===== config.mk =====
export PLATFORM = sky130hd
export DESIGN_NAME = gauge_pack_config
export DESIGN_NICKNAME = d
export VERILOG_FILES = /design/src/design/gauge_pack_config.v
export VERILOG_INCLUDE_DIRS = /design/src /design/src/design
export SDC_FILE = /design/constraint.sdc
export NUM_CORES = 1
export LEC_CHECK = 0
export BUFFER_PORTS_ARGS = -buffer_cell sky130_fd_sc_hd__buf_4
export CAP_MARGIN = 25
export CORE_ASPECT_RATIO = 1.5
export CORE_MARGIN = 2
export CORE_UTILIZATION = 55
export CTS_BUF_LIST = sky130_fd_sc_hd__clkbuf_2 sky130_fd_sc_hd__clkbuf_4 sky130_fd_sc_hd__clkbuf_8
export CTS_CLUSTER_DIAMETER = 60
export CTS_CLUSTER_SIZE = 8
export DETAILED_ROUTE_END_ITERATION = 6
export PLACE_DENSITY = 0.79
export REMOVE_ABC_BUFFERS = 1
export SLEW_MARGIN = 20
export SYNTH_ARGS = -nofsm -noshare
export SYNTH_HDL_FRONTEND = slang
export SYNTH_SLANG_ARGS = --single-unit

===== constraint.sdc =====
create_clock -name pclk -period 10.6 [get_ports pclk]
set_input_delay 2.12 -clock pclk [delete_from_list [all_inputs] [get_ports pclk]]
set_output_delay 2.12 -clock pclk [all_outputs]
set_load 0.05 [all_outputs]

===== src/design/gauge_pack_defines.vh =====
// How it works
// RULE1 - option B bit 7 enables charge-end depth update, only while charging; resets set
// RULE2 - option B bit 5 enables voltage consistency check; resets set
// RULE3 - option B bit 3 set: banded charge report; clear: mid-band values reported
// RULE4 - option B bit 2 enables phosphate relax handling
// RULE5 - option B bit 1 enables depth weighting, only for 400-series chemistry; resets set
// RULE6 - option B bit 0 enables fast convergence; resets set
// RULE7 - option C bit 7 shows health instead of remaining charge
// RULE8 - option C bit 6 stops charge percent rising while discharging
// RULE9 - software should clear the no-rise bit whenever smoothing is set
// RULE10 - option C bit 5 enables fast filter near end-of-discharge voltage
// RULE11 - option C bit 4 enables faster sampling in sleep
// RULE12 - option C bit 3 keeps charge at zero through relaxation after empty
// RULE13 - option C bit 2 lets percent step in relax, only with smoothing
// RULE14 - option C bit 0 enables smoothing; bit 1 extends it into relax
// RULE15 - divider select clear uses internal 5:1 divider, set uses external
// RULE16 - divider factor resets to 5000, series cell count resets to one
// RULE17 - stack voltage up to 65535 mV with about 900 mV at input
// RULE18 - calibration adjusts divider factor so reported equals applied voltage
// RULE19 - sense offset measured periodically and subtracted from every sense sample
// RULE20 - divider select is bit 3 of option A high byte, resets zero
// RULE21 - reserved bits read zero and ignore writes
`ifndef GAUGE_PACK_DEFINES_VH
`define GAUGE_PACK_DEFINES_VH

// --------------------------------------------------------------
// register byte addresses
// --------------------------------------------------------------
`define ADDR_OPT_A      12'h000
`define ADDR_OPT_B      12'h004
`define ADDR_OPT_C      12'h008
`define ADDR_DIVIDER    12'h00C
`define ADDR_CELLS      12'h010
`define ADDR_CAL        12'h014
`define ADDR_VOLT_RAW   12'h018
`define ADDR_VOLT       12'h01C
`define ADDR_SENSE_RAW  12'h020
`define ADDR_SENSE      12'h024
`define ADDR_OFFSET     12'h028
`define ADDR_STATUS     12'h02C

// --------------------------------------------------------------
// field positions and masks
// --------------------------------------------------------------
`define OPT_A_MASK      8'h08
`define OPT_A_VSEL      3
`define OPT_B_MASK      8'hAF
`define OPT_B_DEPTH_EOC 7
`define OPT_B_VCONS     5
`define OPT_B_BANDED    3
`define OPT_B_PHOS      2
`define OPT_B_DWT       1
`define OPT_B_FCONV     0
`define OPT_C_MASK      8'hFF
`define OPT_C_HEALTH    7
`define OPT_C_NORISE    6
`define OPT_C_FFEDV     5
`define OPT_C_SLEEP     4
`define OPT_C_LOCK0     3
`define OPT_C_RSTEP     2
`define OPT_C_RSMOOTH   1
`define OPT_C_SMOOTH    0
`define CAL_START       0
`define CAL_OFFSET      1

// --------------------------------------------------------------
// reset values and the 400-series chemistry code
// --------------------------------------------------------------
`define RST_OPT_A       8'h00
`define RST_OPT_B       8'hA3
`define RST_OPT_C       8'h00
`define RST_DIVIDER     16'h1388
`define RST_CELLS       8'h01
`define CHEM_400_HI     4'h4

// --------------------------------------------------------------
// timing
// --------------------------------------------------------------
`define CLK_MHZ         25
`define OFFSET_PERIOD_US 100
`define OFFSET_PERIOD_CYC (`OFFSET_PERIOD_US * `CLK_MHZ)

`endif


===== src/design/gauge_pack_config.v =====
`timescale 1ns/1ps
`include "gauge_pack_defines.vh"

module gauge_pack_config (
	// apb
	input  wire        pclk,
	input  wire        presetn,
	input  wire        psel,
	input  wire        penable,
	input  wire        pwrite,
	input  wire [11:0] paddr,
	input  wire [31:0] pwdata,
	output reg  [31:0] prdata,
	output reg         pready,
	output reg         pslverr,
	// gauging state from the engine
	input  wire        charging,
	input  wire        discharging,
	input  wire        relaxing,
	input  wire [11:0] chem_id,
	input  wire [15:0] volt_raw,
	input  wire [15:0] sense_raw,
	input  wire [15:0] sense_zero,
	// decoded controls to the engine
	output reg         charge_depth_end_update_en,
	output reg         voltage_consistency_check_en,
	output reg         temperature_banded_charge_report,
	output reg         phosphate_relax_mode_en,
	output reg         depth_weighting_en,
	output reg         fast_convergence_en,
	output reg         health_display_en,
	output reg         charge_percent_no_rise,
	output reg         fast_filter_near_empty,
	output reg         sleep_fast_sampling_en,
	output reg         hold_zero_in_relax,
	output reg         relax_step_allow,
	output reg         relax_filtering_allow,
	output reg         charge_smoothing_en,
	output reg         divider_source_select,
	output reg         internal_divider_on,
	output reg  [15:0] stack_voltage_mv,
	output reg  [15:0] sense_resistor_voltage
);

	// --------------------------------------------------------------
	// registers
	// --------------------------------------------------------------
	reg [7:0]  opt_a_ff;
	reg [7:0]  opt_b_ff;
	reg [7:0]  opt_c_ff;
	reg [15:0] divider_ff;
	reg [7:0]  cells_ff;
	reg [15:0] offset_ff;
	reg [16:0] offset_cnt_ff;
	reg        cal_busy_ff;
	reg [15:0] cal_target_ff;

	wire        wr_en = psel & penable & pwrite & pready;
	wire        setup = psel & ~penable;
	wire [31:0] volt_prod = volt_raw * divider_ff;
	wire [15:0] volt_scaled = volt_prod[31:16] != 16'h0000 ? 16'hFFFF : volt_prod[15:0]; // RULE17
	// period count is an integer expression; cut to the counter width on purpose
	wire [31:0] offset_last = `OFFSET_PERIOD_CYC - 1;
	wire        offset_tick = offset_cnt_ff == offset_last[16:0];
	reg  [31:0] nxt_prdata;
	reg         hit;

	// --------------------------------------------------------------
	// apb read mux
	// --------------------------------------------------------------
	always @* begin
		nxt_prdata = 32'h0000_0000;
		hit = 1'b1;
		case (paddr)
			`ADDR_OPT_A:     nxt_prdata = {24'h0, opt_a_ff}; // RULE21
			`ADDR_OPT_B:     nxt_prdata = {24'h0, opt_b_ff};
			`ADDR_OPT_C:     nxt_prdata = {24'h0, opt_c_ff};
			`ADDR_DIVIDER:   nxt_prdata = {16'h0, divider_ff};
			`ADDR_CELLS:     nxt_prdata = {24'h0, cells_ff};
			`ADDR_CAL:       nxt_prdata = {15'h0, cal_target_ff, cal_busy_ff};
			`ADDR_VOLT_RAW:  nxt_prdata = {16'h0, volt_raw};
			`ADDR_VOLT:      nxt_prdata = {16'h0, stack_voltage_mv};
			`ADDR_SENSE_RAW: nxt_prdata = {16'h0, sense_raw};
			`ADDR_SENSE:     nxt_prdata = {16'h0, sense_resistor_voltage};
			`ADDR_OFFSET:    nxt_prdata = {16'h0, offset_ff};
			`ADDR_STATUS:    nxt_prdata = {29'h0, relaxing, discharging, charging};
			default:         hit = 1'b0;
		endcase
	end

	// no wait state: pready rises in the first access cycle
	always @(posedge pclk or negedge presetn) begin
		if (!presetn) begin
			pready  <= 1'b0;
			prdata  <= 32'h0000_0000;
			pslverr <= 1'b0;
		end else begin
			pready  <= setup;
			if (setup) begin
				prdata  <= pwrite ? 32'h0000_0000 : nxt_prdata;
				pslverr <= ~hit;
			end else begin
				pslverr <= 1'b0;
			end
		end
	end

	// --------------------------------------------------------------
	// configuration registers and calibration
	// --------------------------------------------------------------
	always @(posedge pclk or negedge presetn) begin
		if (!presetn) begin
			opt_a_ff      <= `RST_OPT_A; // RULE20
			opt_b_ff      <= `RST_OPT_B; // RULE1 RULE2 RULE5 RULE6
			opt_c_ff      <= `RST_OPT_C;
			divider_ff    <= `RST_DIVIDER; // RULE16
			cells_ff      <= `RST_CELLS; // RULE16
			cal_busy_ff   <= 1'b0;
			cal_target_ff <= 16'h0000;
			offset_ff     <= 16'h0000;
			offset_cnt_ff <= 17'h00000;
		end else begin
			offset_cnt_ff <= offset_tick ? 17'h00000 : offset_cnt_ff + 17'h00001;
			// periodic zero-current sample taken as new offset
			if (offset_tick)
				offset_ff <= sense_zero; // RULE19
			if (wr_en) begin
				case (paddr)
					`ADDR_OPT_A:   opt_a_ff   <= pwdata[7:0] & `OPT_A_MASK; // RULE21
					`ADDR_OPT_B:   opt_b_ff   <= pwdata[7:0] & `OPT_B_MASK; // RULE21
					`ADDR_OPT_C:   opt_c_ff   <= pwdata[7:0] & `OPT_C_MASK;
					`ADDR_DIVIDER: divider_ff <= pwdata[15:0];
					`ADDR_CELLS:   cells_ff   <= pwdata[7:0];
					`ADDR_CAL: begin
						if (pwdata[`CAL_START]) begin
							cal_busy_ff   <= 1'b1;
							cal_target_ff <= pwdata[31:16];
						end
						if (pwdata[`CAL_OFFSET])
							offset_ff <= sense_zero; // RULE19
					end
					default: ;
				endcase
			end else if (cal_busy_ff) begin
				// step factor until reported equals applied; a zero raw reading cannot converge
				if (volt_scaled == cal_target_ff || volt_raw == 16'h0000)
					cal_busy_ff <= 1'b0; // RULE18
				else if (volt_scaled < cal_target_ff && divider_ff != 16'hFFFF)
					divider_ff <= divider_ff + 16'h0001; // RULE18
				else if (volt_scaled > cal_target_ff && divider_ff != 16'h0000)
					divider_ff <= divider_ff - 16'h0001; // RULE18
				else
					cal_busy_ff <= 1'b0;
			end
		end
	end

	// --------------------------------------------------------------
	// decoded controls
	// --------------------------------------------------------------
	always @(posedge pclk or negedge presetn) begin
		if (!presetn) begin
			charge_depth_end_update_en       <= 1'b0;
			voltage_consistency_check_en     <= 1'b0;
			temperature_banded_charge_report <= 1'b0;
			phosphate_relax_mode_en          <= 1'b0;
			depth_weighting_en               <= 1'b0;
			fast_convergence_en              <= 1'b0;
			health_display_en                <= 1'b0;
			charge_percent_no_rise           <= 1'b0;
			fast_filter_near_empty           <= 1'b0;
			sleep_fast_sampling_en           <= 1'b0;
			hold_zero_in_relax               <= 1'b0;
			relax_step_allow                 <= 1'b0;
			relax_filtering_allow            <= 1'b0;
			charge_smoothing_en              <= 1'b0;
			divider_source_select            <= 1'b0;
			internal_divider_on              <= 1'b0;
			stack_voltage_mv                 <= 16'h0000;
			sense_resistor_voltage           <= 16'h0000;
		end else begin
			charge_depth_end_update_en       <= opt_b_ff[`OPT_B_DEPTH_EOC] & charging; // RULE1
			voltage_consistency_check_en     <= opt_b_ff[`OPT_B_VCONS]; // RULE2
			temperature_banded_charge_report <= opt_b_ff[`OPT_B_BANDED]; // RULE3
			phosphate_relax_mode_en          <= opt_b_ff[`OPT_B_PHOS]; // RULE4
			depth_weighting_en               <= opt_b_ff[`OPT_B_DWT] & (chem_id[11:8] == `CHEM_400_HI); // RULE5
			fast_convergence_en              <= opt_b_ff[`OPT_B_FCONV]; // RULE6
			health_display_en                <= opt_c_ff[`OPT_C_HEALTH]; // RULE7
			charge_percent_no_rise           <= opt_c_ff[`OPT_C_NORISE] & discharging; // RULE8
			fast_filter_near_empty           <= opt_c_ff[`OPT_C_FFEDV]; // RULE10
			sleep_fast_sampling_en           <= opt_c_ff[`OPT_C_SLEEP]; // RULE11
			hold_zero_in_relax               <= opt_c_ff[`OPT_C_LOCK0] & relaxing; // RULE12
			relax_step_allow                 <= opt_c_ff[`OPT_C_RSTEP] & opt_c_ff[`OPT_C_SMOOTH] & relaxing; // RULE13
			relax_filtering_allow            <= opt_c_ff[`OPT_C_RSMOOTH] & opt_c_ff[`OPT_C_SMOOTH] & relaxing; // RULE14
			charge_smoothing_en              <= opt_c_ff[`OPT_C_SMOOTH]; // RULE14
			divider_source_select            <= opt_a_ff[`OPT_A_VSEL]; // RULE15
			internal_divider_on              <= ~opt_a_ff[`OPT_A_VSEL]; // RULE15
			stack_voltage_mv                 <= volt_scaled; // RULE17
			sense_resistor_voltage           <= sense_raw - offset_ff; // RULE19
		end
	end

endmodule


---- Word-level counts from Yosys, hierarchy flattened ----
Index checks and enable logic that the tools add are counted.
Widths: inputs -> output; s select.
cells by class
  add/sub/neg operators ................... 4
  multiply operators ...................... 1
  order comparisons ....................... 2
  eq/ne operators ......................... 19
  multiplexer cells ....................... 23
  bitwise gates (word level) .............. 15
  reductions and logical operators ........ 17
operators with widths
  operator               number
  $pmux 17 s12           1
  $mux 16                11
  $eq 12x5->1 const B    4
  $eq 12x6->1 const B    4
  $mul 16x16->32         1
  $mux 32                1
  $reduce_bool 16->1     2
  $eq 12x4->1 const B    2
  $add 17x1->17 const B  1
  $eq 17x12->1 const B   1
  $mux 17                1
  $add 16x1->16 const B  1
  $eq 16x16->1           1
  $gt 16x16->1           1
  $logic_not 16->1       1
  $lt 16x16->1           1
  $ne 16x16->1 const B   1
  $sub 16x1->16 const B  1
  $sub 16x16->16         1
  $and 1x1->1            12
  $eq 12x3->1 const B    1
  $logic_not 12->1       1
  $reduce_or 12->1       1
  $reduce_and 2->1       5
  11 further kinds       24
storage, ports and cells
  bits in registers ....................... 171
  input port bits ......................... 112
  output and inout bits ................... 82

---- Logic depth before layout (Yosys ltp) ----
Gate-level depths: netlist (run 1).
  depth in word-level cells ............... 10
  gate-level depth with buffers ........... 43
  mapped depth without buffers ............ 39

---- Worst setup path before layout (run 1) ----
Ideal clock, no wire load.
  path kind ............................... input to register
  start point ............................. in volt_raw[7]
  end point ............................... reg divider_ff[13]
  setup time .............................. 82 ps
  arrival time ............................ 12069 ps
  data required time ...................... 10518 ps
  slack ................................... -1551 ps
  stages on the path ...................... 39
  path buffers ............................ 3
  cell sequence ........................... clkbuf_1 > clkbuf_1 > nand2_1 > fa_1 > inv_1 > fa_1 > fa_1 > fa_1 > fa_1 > inv_1 > fa_1 > inv_1 > ha_1 > a21oi_1 > nor2_1 > a2111oi_0 > o311ai_0 > a2111oi_0 > (+3 left out) > buf_6 > o211ai_1 > ha_1 > a21o_1 > a21o_1 > a21oi_1 > o21a_1 > o2111ai_1 > ha_1 > a21o_1 > a211oi_1 > nor2_1 > o21ai_0 > o211ai_1 > a31oi_1 > xnor2_1 > nand2_1 > a31oi_1
on the way
  cells in the longest elaborated chain, start to end .. 9
  elaborated cells on any way between the ends .. 17
  those cells by class .................... mul (1); order compare (2); eq/ne (2); mux (5); reduce/logical (7)
RTL lines
  item                    line                     RTL
  start, declared         gauge_pack_config.v:21   input wire [15:0] volt_raw,
  $mul 16x16->32 (*)      gauge_pack_config.v:60   wire [31:0] volt_prod = volt_raw * divider_ff;
  $reduce_bool 16->1 (*)  gauge_pack_config.v:61   wire [15:0] volt_scaled = volt_prod[31:16] != 16'h0000 ? 16'hFFFF : volt_prod[15:0];
  $mux 16 (*)             gauge_pack_config.v:61
  net volt_scaled[5]      gauge_pack_config.v:61
  $lt 16x16->1            gauge_pack_config.v:148  else if (volt_scaled < cal_target_ff && divider_ff != 16'hFFFF)
  $logic_and 1x1->1       gauge_pack_config.v:148
  $mux 16                 gauge_pack_config.v:148
  $mux 16                 gauge_pack_config.v:146  if (volt_scaled == cal_target_ff || volt_raw == 16'h0000)
  $mux 16                 gauge_pack_config.v:144  end else if (cal_busy_ff) begin
  $mux 16                 gauge_pack_config.v:127  if (wr_en) begin
  end signal, assigned    gauge_pack_config.v:132  `ADDR_DIVIDER: divider_ff <= pwdata[15:0];
  end signal, assigned    gauge_pack_config.v:149  divider_ff <= divider_ff + 16'h0001;
  end signal, assigned    gauge_pack_config.v:151  divider_ff <= divider_ff - 16'h0001;
  end, declared           gauge_pack_config.v:51   reg [15:0] divider_ff;
Mark *: on every way through the listed nets, which the timed path passes. The rest lies on a longest branch. The select of a mux whose other input is x is not followed.
A chain may end at the register's enable or synchronous reset.

---- Worst setup path in the final report (run 1) ----
  start point ............................. in volt_raw[5]
  end point ............................... reg divider_ff[15]
on the way
  cells in the longest elaborated chain, start to end .. 9
  elaborated cells on any way between the ends .. 17
  those cells by class .................... mul (1); order compare (2); eq/ne (2); mux (5); reduce/logical (7)
RTL lines
  item                 line
  $mul 16x16->32 (*)   gauge_pack_config.v:60
  $reduce_bool 16->1   gauge_pack_config.v:61
  $mux 16 (*)          gauge_pack_config.v:61
  net volt_scaled[12]  gauge_pack_config.v:61
  $lt 16x16->1         gauge_pack_config.v:148
  $logic_and 1x1->1    gauge_pack_config.v:148
  $mux 16              gauge_pack_config.v:148
  $mux 16              gauge_pack_config.v:146
  $mux 16              gauge_pack_config.v:144
  $mux 16              gauge_pack_config.v:127
Marks and branches as above.

==> flow_summary.json, run 1 <==
{
  "antenna_left": 0,
  "drv_slew": 0,
  "power.internal_mw": 0.963,
  "syn_area_um2": 17300,
  "p_per_area_nw_per_um2": 64.2,
  "clk-insertion-delay-late_ns": 0.48,
  "crit_path_max_incr_delay_ns": 0.56,
  "peakVddDrop_mv": 0.0823,
  "switching_share_pct": 33.0,
  "rows": 79,
  "met1_usage_pct": 40.6,
  "fin_skew_ns": 0.0157,
  "io_buffers": 170,
  "cts.sinks": 156,
  "met3_usage_pct": 5.46,
  "worst_hold_path_type": "reg -> reg",
  "cpMostUsedCell": "fa_1",
  "ys_types": 73,
  "hpwl_mm": 41.3,
  "tightest_slew_ns": 1.06,
  "use_met2_pct": 57.3,
  "dieArea_um2": 33000,
  "vias_per_cell": 5.92,
  "routabilityCongestion": 0.934,
  "critPathTopFamily": "adder cells",
  "syn_to_final_growth_pct": 29.2,
  "netlist_instances": 1879,
  "synthTopCellsByArea": "fa_1, dfrtp_1, ha_1",
  "violations": "negative setup slack",
  "place_area_um2": 20400,
  "worstPathMaxFanout": 8,
  "p_comb_share_pct": 24.6,
  "layout_min_cycle_time_ns": 11.18,
  "layout-drive-gt1-share_pct": 30.2,
  "cts-htree-levels": 4,
  "syn_area_per_cell_um2": 9.23,
  "yosys_warnings": 0,
  "netSwitchingPower_mw": 0.475,
  "clkTransAtPathRegs_ns": 0.10,
  "rrSetupSlack_ns": 0.31,
  "fmax_mhz": 89.5,
  "crit_type": "in -> reg",
  "required_ns": 11.01,
  "seq_area_um2": 3920,
  "first_iter_violations": 1382,
  "critPathSlowestCell": "fa_1",
  "grt_overflow": 0,
  "hold_viol_final": 0,
  "dr.pass1.iters": 7,
  "async_reset_ff_share_pct": 100,
  "first_global_vias": 16834,
  "grt_pass1_wl_mm": 86.5,
  "die_width_um": 149,
  "critPathLaunchType": "input port",
  "p_clk_share_pct": 33.3,
  "io_pins": 194,
  "hold_slack_ns": 0.417,
  "end_kind": "register",
  "nets": 2728,
  "antenna_cells": 0,
  "root_buffer": "clkbuf_8",
  "ys_seq_elements": 156,
  "via_count": 15916,
  "routed_wl_mm": 55.0,
  "grt_max_degree": 82,
  "seq_power_share_pct": 42.1,
  "synth_top_area_cell": "fa_1",
  "p_leak_nw": 10.7,
  "initial_core_util_pct": 55.9,
  "yosysSeqAreaShare_pct": 22.6,
  "wl_per_cell_um": 20.5,
  "cap_violations": 0,
  "setup_slack_ns": -0.575,
  "postCtsHoldBufs": 0,
  "setup_viol_count_final": 11,
  "path_buf_inv": 14,
  "drt_drc_violations_left": 0,
  "rsz0062_at_grt": "yes",
  "cts_buffer_depth": 2,
  "synth_edf_count": 0,
  "status": "finished, violations left",
  "multi_input_area_um2": 12600,
  "dieHeight_um": 221,
  "core-area_um2": 31000,
  "stdcell_area_um2": 22400,
  "ys.flop_type": "dfrtp_1",
  "cts_tree": "built",
  "antenna_found_initial": 0,
  "synth_top_area_share_pct": 22.6,
  "slew_headroom_pct": 28.5,
  "cts_buffers": 17,
  "fill_cells": 2133,
  "top_usage_layer": "met2",
  "critPathArrivalTime_ns": 11.58,
  "fin_crit_sh_pct": 105,
  "grt_use_total_pct": 33.3
}
## cell families after synthesis
logic type / after synthesis / synth area share, %
and+or+nand+nor: 592 / 16.9
buffers and inverters: 378 / 8.58
adders and majority gates: 346 / 33.5
AOI/OAI and AO/OA: 303 / 12.4
DFF: 156 / 22.6
xor gates and xnor gates: 56 / 2.83
muxes: 47 / 3.15
other: 1 / 0.0216
## state kept, by name (all words and copies together), names as in the netlist, 6 cells and up
signal                  flops
sense_resistor_voltage     16
opt_b_ff                    6
cal_target_ff              16
stack_voltage_mv           16
opt_c_ff                    8
offset_ff                  16
divider_ff                 16
offset_cnt_ff              17
prdata                     17
cells_ff                    8
## power by group through the flow
stage / registers (mW) / logic, mW / clock network [mW]
finish: 0.606 / 0.354 / 0.478
global route: 0.606 / 0.383 / 0.507
CTS: 0.605 / 0.331 / 0.477
detailed placement: 0.617 / 0.309 / 0
global placement: 0.617 / 0.301 / 0
floorplan: 0.631 / 0.132 / 0
## cell usage after synthesis (all sizes together) (5+ instances only)
cell	count
a2111oi	8
a211oi	5
a21o	23
a21oi	51
a221oi	14
a222oi	11
a22o	9
a22oi	30
a31oi	15
and2	143
and3	12
and4	5
buf	22
clkbuf	83
dfrtp	146
dfstp	10
fa	196
ha	150
inv	273
mux2	41
nand2	227
nand2b	9
nand3	32
nand4	21
nor2	79
nor2b	8
nor3	18
nor4	15
o211ai	31
o21a	10
o21ai	56
o21bai	5
or3	7
xnor2	33
xor2	23
## metrics by stage
step                utilization [%]  setup WS [ns]  std cells  setup TNS, ns  power [mW]
CTS                            70.1         -0.322       2666          -2.27        1.41
global route                   72.2         -0.910       2688          -8.30        1.50
detailed placement             65.9          -1.38       2583         -14.50       0.925
global placement               65.8          -1.06       2583         -10.98       0.918
finish                         72.2         -0.575       2688          -4.51        1.44
floorplan                         -          -1.54       1788         -17.17       0.763
## layer usage
layer	wire length, µm	share of wire (%)
met1	19700	36
met2	27900	51
met3	4370	7.9
met4	3080	5.6
met5	0	0
## final timing paths
check | startpoint | cells after the start | end
setup / recovery | volt_raw[5] | 45 | divider_ff[15]
hold / removal | opt_c_ff[5] | 0 | fast_filter_near_empty
setup reg to reg | divider_ff[7] | 43 | divider_ff[15]
hold reg to reg | opt_c_ff[5] | 0 | fast_filter_near_empty
max in group asynchronous | presetn | 3 | cal_target_ff[2]
min in group asynchronous | presetn | 1 | relax_step_allow
## final cells by class
type,instances,area share (%)
multi-input combinational,1359,56.4
sequential,156,17.5
timing repair buffer,463,17.4
inverter,273,4.58
tap,405,2.26
clock buffer,18,1.11
clock inverter,14,0.754
## cells in the final DEF, fill, tap and decap left out, types with 13 or more instances in the layout
cell and instances:
clkbuf_8 18, inv_1 257, and2_4 17, o21ai_0 44
mux2_2 41, nand4_1 21, a221oi_1 14, buf_6 45
inv_2 16, nor4_1 13, conb_1 15, nand3_1 30
fa_1 184, ha_4 19, nor2_1 76, a22oi_1 30
buf_4 396, and2_1 126, xnor2_1 32, ha_1 128
nand2_1 216, dfrtp_1 146, a21oi_1 38, o211ai_1 26
a21o_1 23, xor2_1 21
## repair_timing
action,in CTS,in global routing
pin swaps,92,53
cloned,1,1
setup buffers,51,20
gates resized for setup,121,111
setup endpoints to repair,13,15
## worst register-to-register path: cells and delay by family (launching register included)
| kind | cells | cell delay (ns) |
|---|---|---|
| compound gates | 14 | 2.77 |
| fa+ha+maj | 9 | 3.64 |
| simple gates | 8 | 1.26 |
| flops | 1 | 0.81 |
| buf+inv | 12 | 1.74 |
No activity file was read; power rests on OpenSTA's default activity.
==> inputs of run 2 (changes only) <==
--- a/config.mk
+++ b/config.mk
@@ -16,7 +16,6 @@
 export CTS_CLUSTER_SIZE = 8
 export DETAILED_ROUTE_END_ITERATION = 6
 export PLACE_DENSITY = 0.79
-export REMOVE_ABC_BUFFERS = 1
 export SLEW_MARGIN = 20
 export SYNTH_ARGS = -nofsm -noshare
 export SYNTH_HDL_FRONTEND = slang
==> constraint.sdc (replaced) <==
create_clock -name pclk -period 10.6 [get_ports pclk]
set_input_delay 2.12 -clock pclk [delete_from_list [all_inputs] [get_ports pclk]]
set_output_delay 2.12 -clock pclk [all_outputs]
set_load 0.005 [all_outputs]
==> flow_summary.json, run 2 (synthesis gave the netlist of run 1 again) <==
{
  "status": "finished, violations left",
  "violations": "negative setup slack",
  "p_comb_share_pct": 22.2,
  "setup_viol_count_final": 12,
  "cpMostUsedCell": "buf_6",
  "critPathLaunchType": "input port",
  "layout_min_cycle_time_ns": 11.13,
  "stdcell_count": 2659,
  "grt_max_degree": 88,
  "grt_overflow": 0,
  "dieHeight_um": 221,
  "drt_drc_violations_left": 0,
  "cts-htree-levels": 4,
  "cts_buffer_depth": 2,
  "core-area_um2": 31000,
  "dr.pass1.iters": 6,
  "grt_use_total_pct": 34.1,
  "r2r_end": "divider_ff[11]",
  "antenna_cells": 0,
  "tightest_slew_ns": 0.958,
  "first_global_vias": 17144,
  "cts_tree": "built",
  "dieArea_um2": 33000,
  "postCtsHoldBufs": 0,
  "rrSetupSlack_ns": 0.33,
  "fin_skew_ns": 0.0143,
  "hp-start": "opt_b_ff[2]",
  "antenna_left": 0,
  "initial_core_util_pct": 55.9,
  "io_pins": 194,
  "root_buffer": "clkbuf_8",
  "layout-drive-gt1-share_pct": 27.7,
  "hold_depth": 0,
  "grt_pass1_wl_mm": 87.4,
  "first_iter_violations": 1039,
  "fmax_mhz": 89.9,
  "cts_buffers": 17,
  "netSwitchingPower_mw": 0.418,
  "dp.cells": 2574,
  "setup_slack_ns": -0.528,
  "worstPathMaxFanout": 7,
  "drv_slew": 0,
  "via_count": 15763,
  "final_common_cell": "buf_4",
  "clkTransAtPathRegs_ns": 0.09,
  "antenna_found_initial": 0,
  "r2r_cells": 42,
  "die_width_um": 149,
  "crit_type": "in -> reg",
  "cap_violations": 0,
  "peakVddDrop_mv": 0.139,
  "fin_crit_sh_pct": 105,
  "syn_to_final_growth_pct": 26.4,
  "fin_util_pct": 70.6,
  "switching_share_pct": 29.5,
  "vias_per_cell": 5.93,
  "power.internal_mw": 0.999,
  "critPathArrivalTime_ns": 11.54,
  "worst_hold_path_type": "reg -> reg",
  "clk-insertion-delay-late_ns": 0.49,
  "critPathSlowestCell": "fa_1",
  "hpwl_mm": 42.5,
  "routed_wl_mm": 55.8,
  "hold_viol_final": 0,
  "slew_headroom_pct": 36.1,
  "crit_path_max_incr_delay_ns": 0.58,
  "cts.sinks": 156,
  "timing.rr.start": "divider_ff[9]",
  "wl_per_cell_um": 21.0,
  "routabilityCongestion": 0.962,
  "io_buffers": 170,
  "rows": 79,
  "hold_end": "phosphate_relax_mode_en",
  "fin_setup_tns_ns": -4.72,
  "required_ns": 11.01,
  "reg_top3": "offset_cnt_ff: 17 flops, prdata: 17 flops",
  "nets": 2699,
  "final_cell_mix": "buf_4, inv_1, nand2_1, fa_1, dfrtp_1",
  "p_per_area_nw_per_um2": 64.7,
  "rsz0062_at_grt": "yes",
  "p_leak_nw": 10.5,
  "seq_power_share_pct": 42.8,
  "fill_cells": 2242,
  "p_clk_share_pct": 35.0,
  "end_kind": "register"
}
==> run 2: cell types whose count changed in the layout (fill, tap and decap cells not counted), moves of 6 or more <==
cell / delta
and2_1: +7
inv_1: +10
nand2_1: +8
buf_4: -7
ha_1: +6
and2_4: -7
inv_2: -10
nand2_2: -7
buf_6: -10
==> run 2: area by class of cell <==
type	instances	area, µm²	share of cell area, %
clock buffer	20	275	1.26
clock inverter	12	158	0.719
inverter	273	1020	4.68
multi-input combinational	1359	12500	57.2
sequential	156	3920	17.9
tap	405	507	2.31
timing repair buffer	434	3500	16.0
==> run 2: worst max path at each step <==
| stage | from | slack (ns) | endpoint |
|---|---|---|---|
| 2_1_floorplan | volt_raw[3] | -0.45 | divider_ff[13] |
| 3_3_place_gp | volt_raw[9] | -1.02 | divider_ff[14] |
| 3_5_place_dp | volt_raw[9] | -1.08 | divider_ff[15] |
| 4_1_cts | volt_raw[3] | -0.48 | divider_ff[14] |
| 5_1_grt | volt_raw[8] | -0.75 | divider_ff[10] |
| 6_report | volt_raw[8] | -0.53 | divider_ff[11] |
==> run 2: critical path, delay by kind of cell <==
family	cells	cell delay (ns)
buf+inv	13	1.52
compound gates	15	3.05
simple gates	6	0.92
fa+ha+maj	9	3.89
==> run 2: repair_timing <==
item	CTS	global route
pin swaps	75	78
gates cloned	1	0
resized for setup	78	66
setup buffers	48	16
setup endpoints to repair	12	18
==> run 2: power by group through the flow <==
stage | combinational (mW) | clock (mW) | sequential [mW]
3_3_place_gp | 0.279 | 0 | 0.618
3_5_place_dp | 0.286 | 0 | 0.618
6_report | 0.315 | 0.496 | 0.607
2_1_floorplan | 0.147 | 0 | 0.615
4_1_cts | 0.299 | 0.500 | 0.607
5_1_grt | 0.340 | 0.527 | 0.608
==> run 2: layer usage <==
layer | part of all wire (%) | track usage, % | up-vias
li1 | - | - | 6915
met1 | 33 | 35.1 | 7784
met2 | 53 | 62.2 | 771
met3 | 5.7 | 5.15 | 293
met4 | 8.4 | 24.0 | 0
met5 | 0 | 0 | -
==> run 2: through the flow <==
step	power [mW]	worst slack, ns	hold slack (ns)	instance area (µm²)
2_1_floorplan	0.762	-0.455	0.369	17700
3_3_place_gp	0.897	-1.02	0.386	20500
3_5_place_dp	0.904	-1.08	0.393	20500
4_1_cts	1.41	-0.481	0.415	21600
5_1_grt	1.48	-0.755	0.420	21900
6_report	1.42	-0.528	0.416	21900
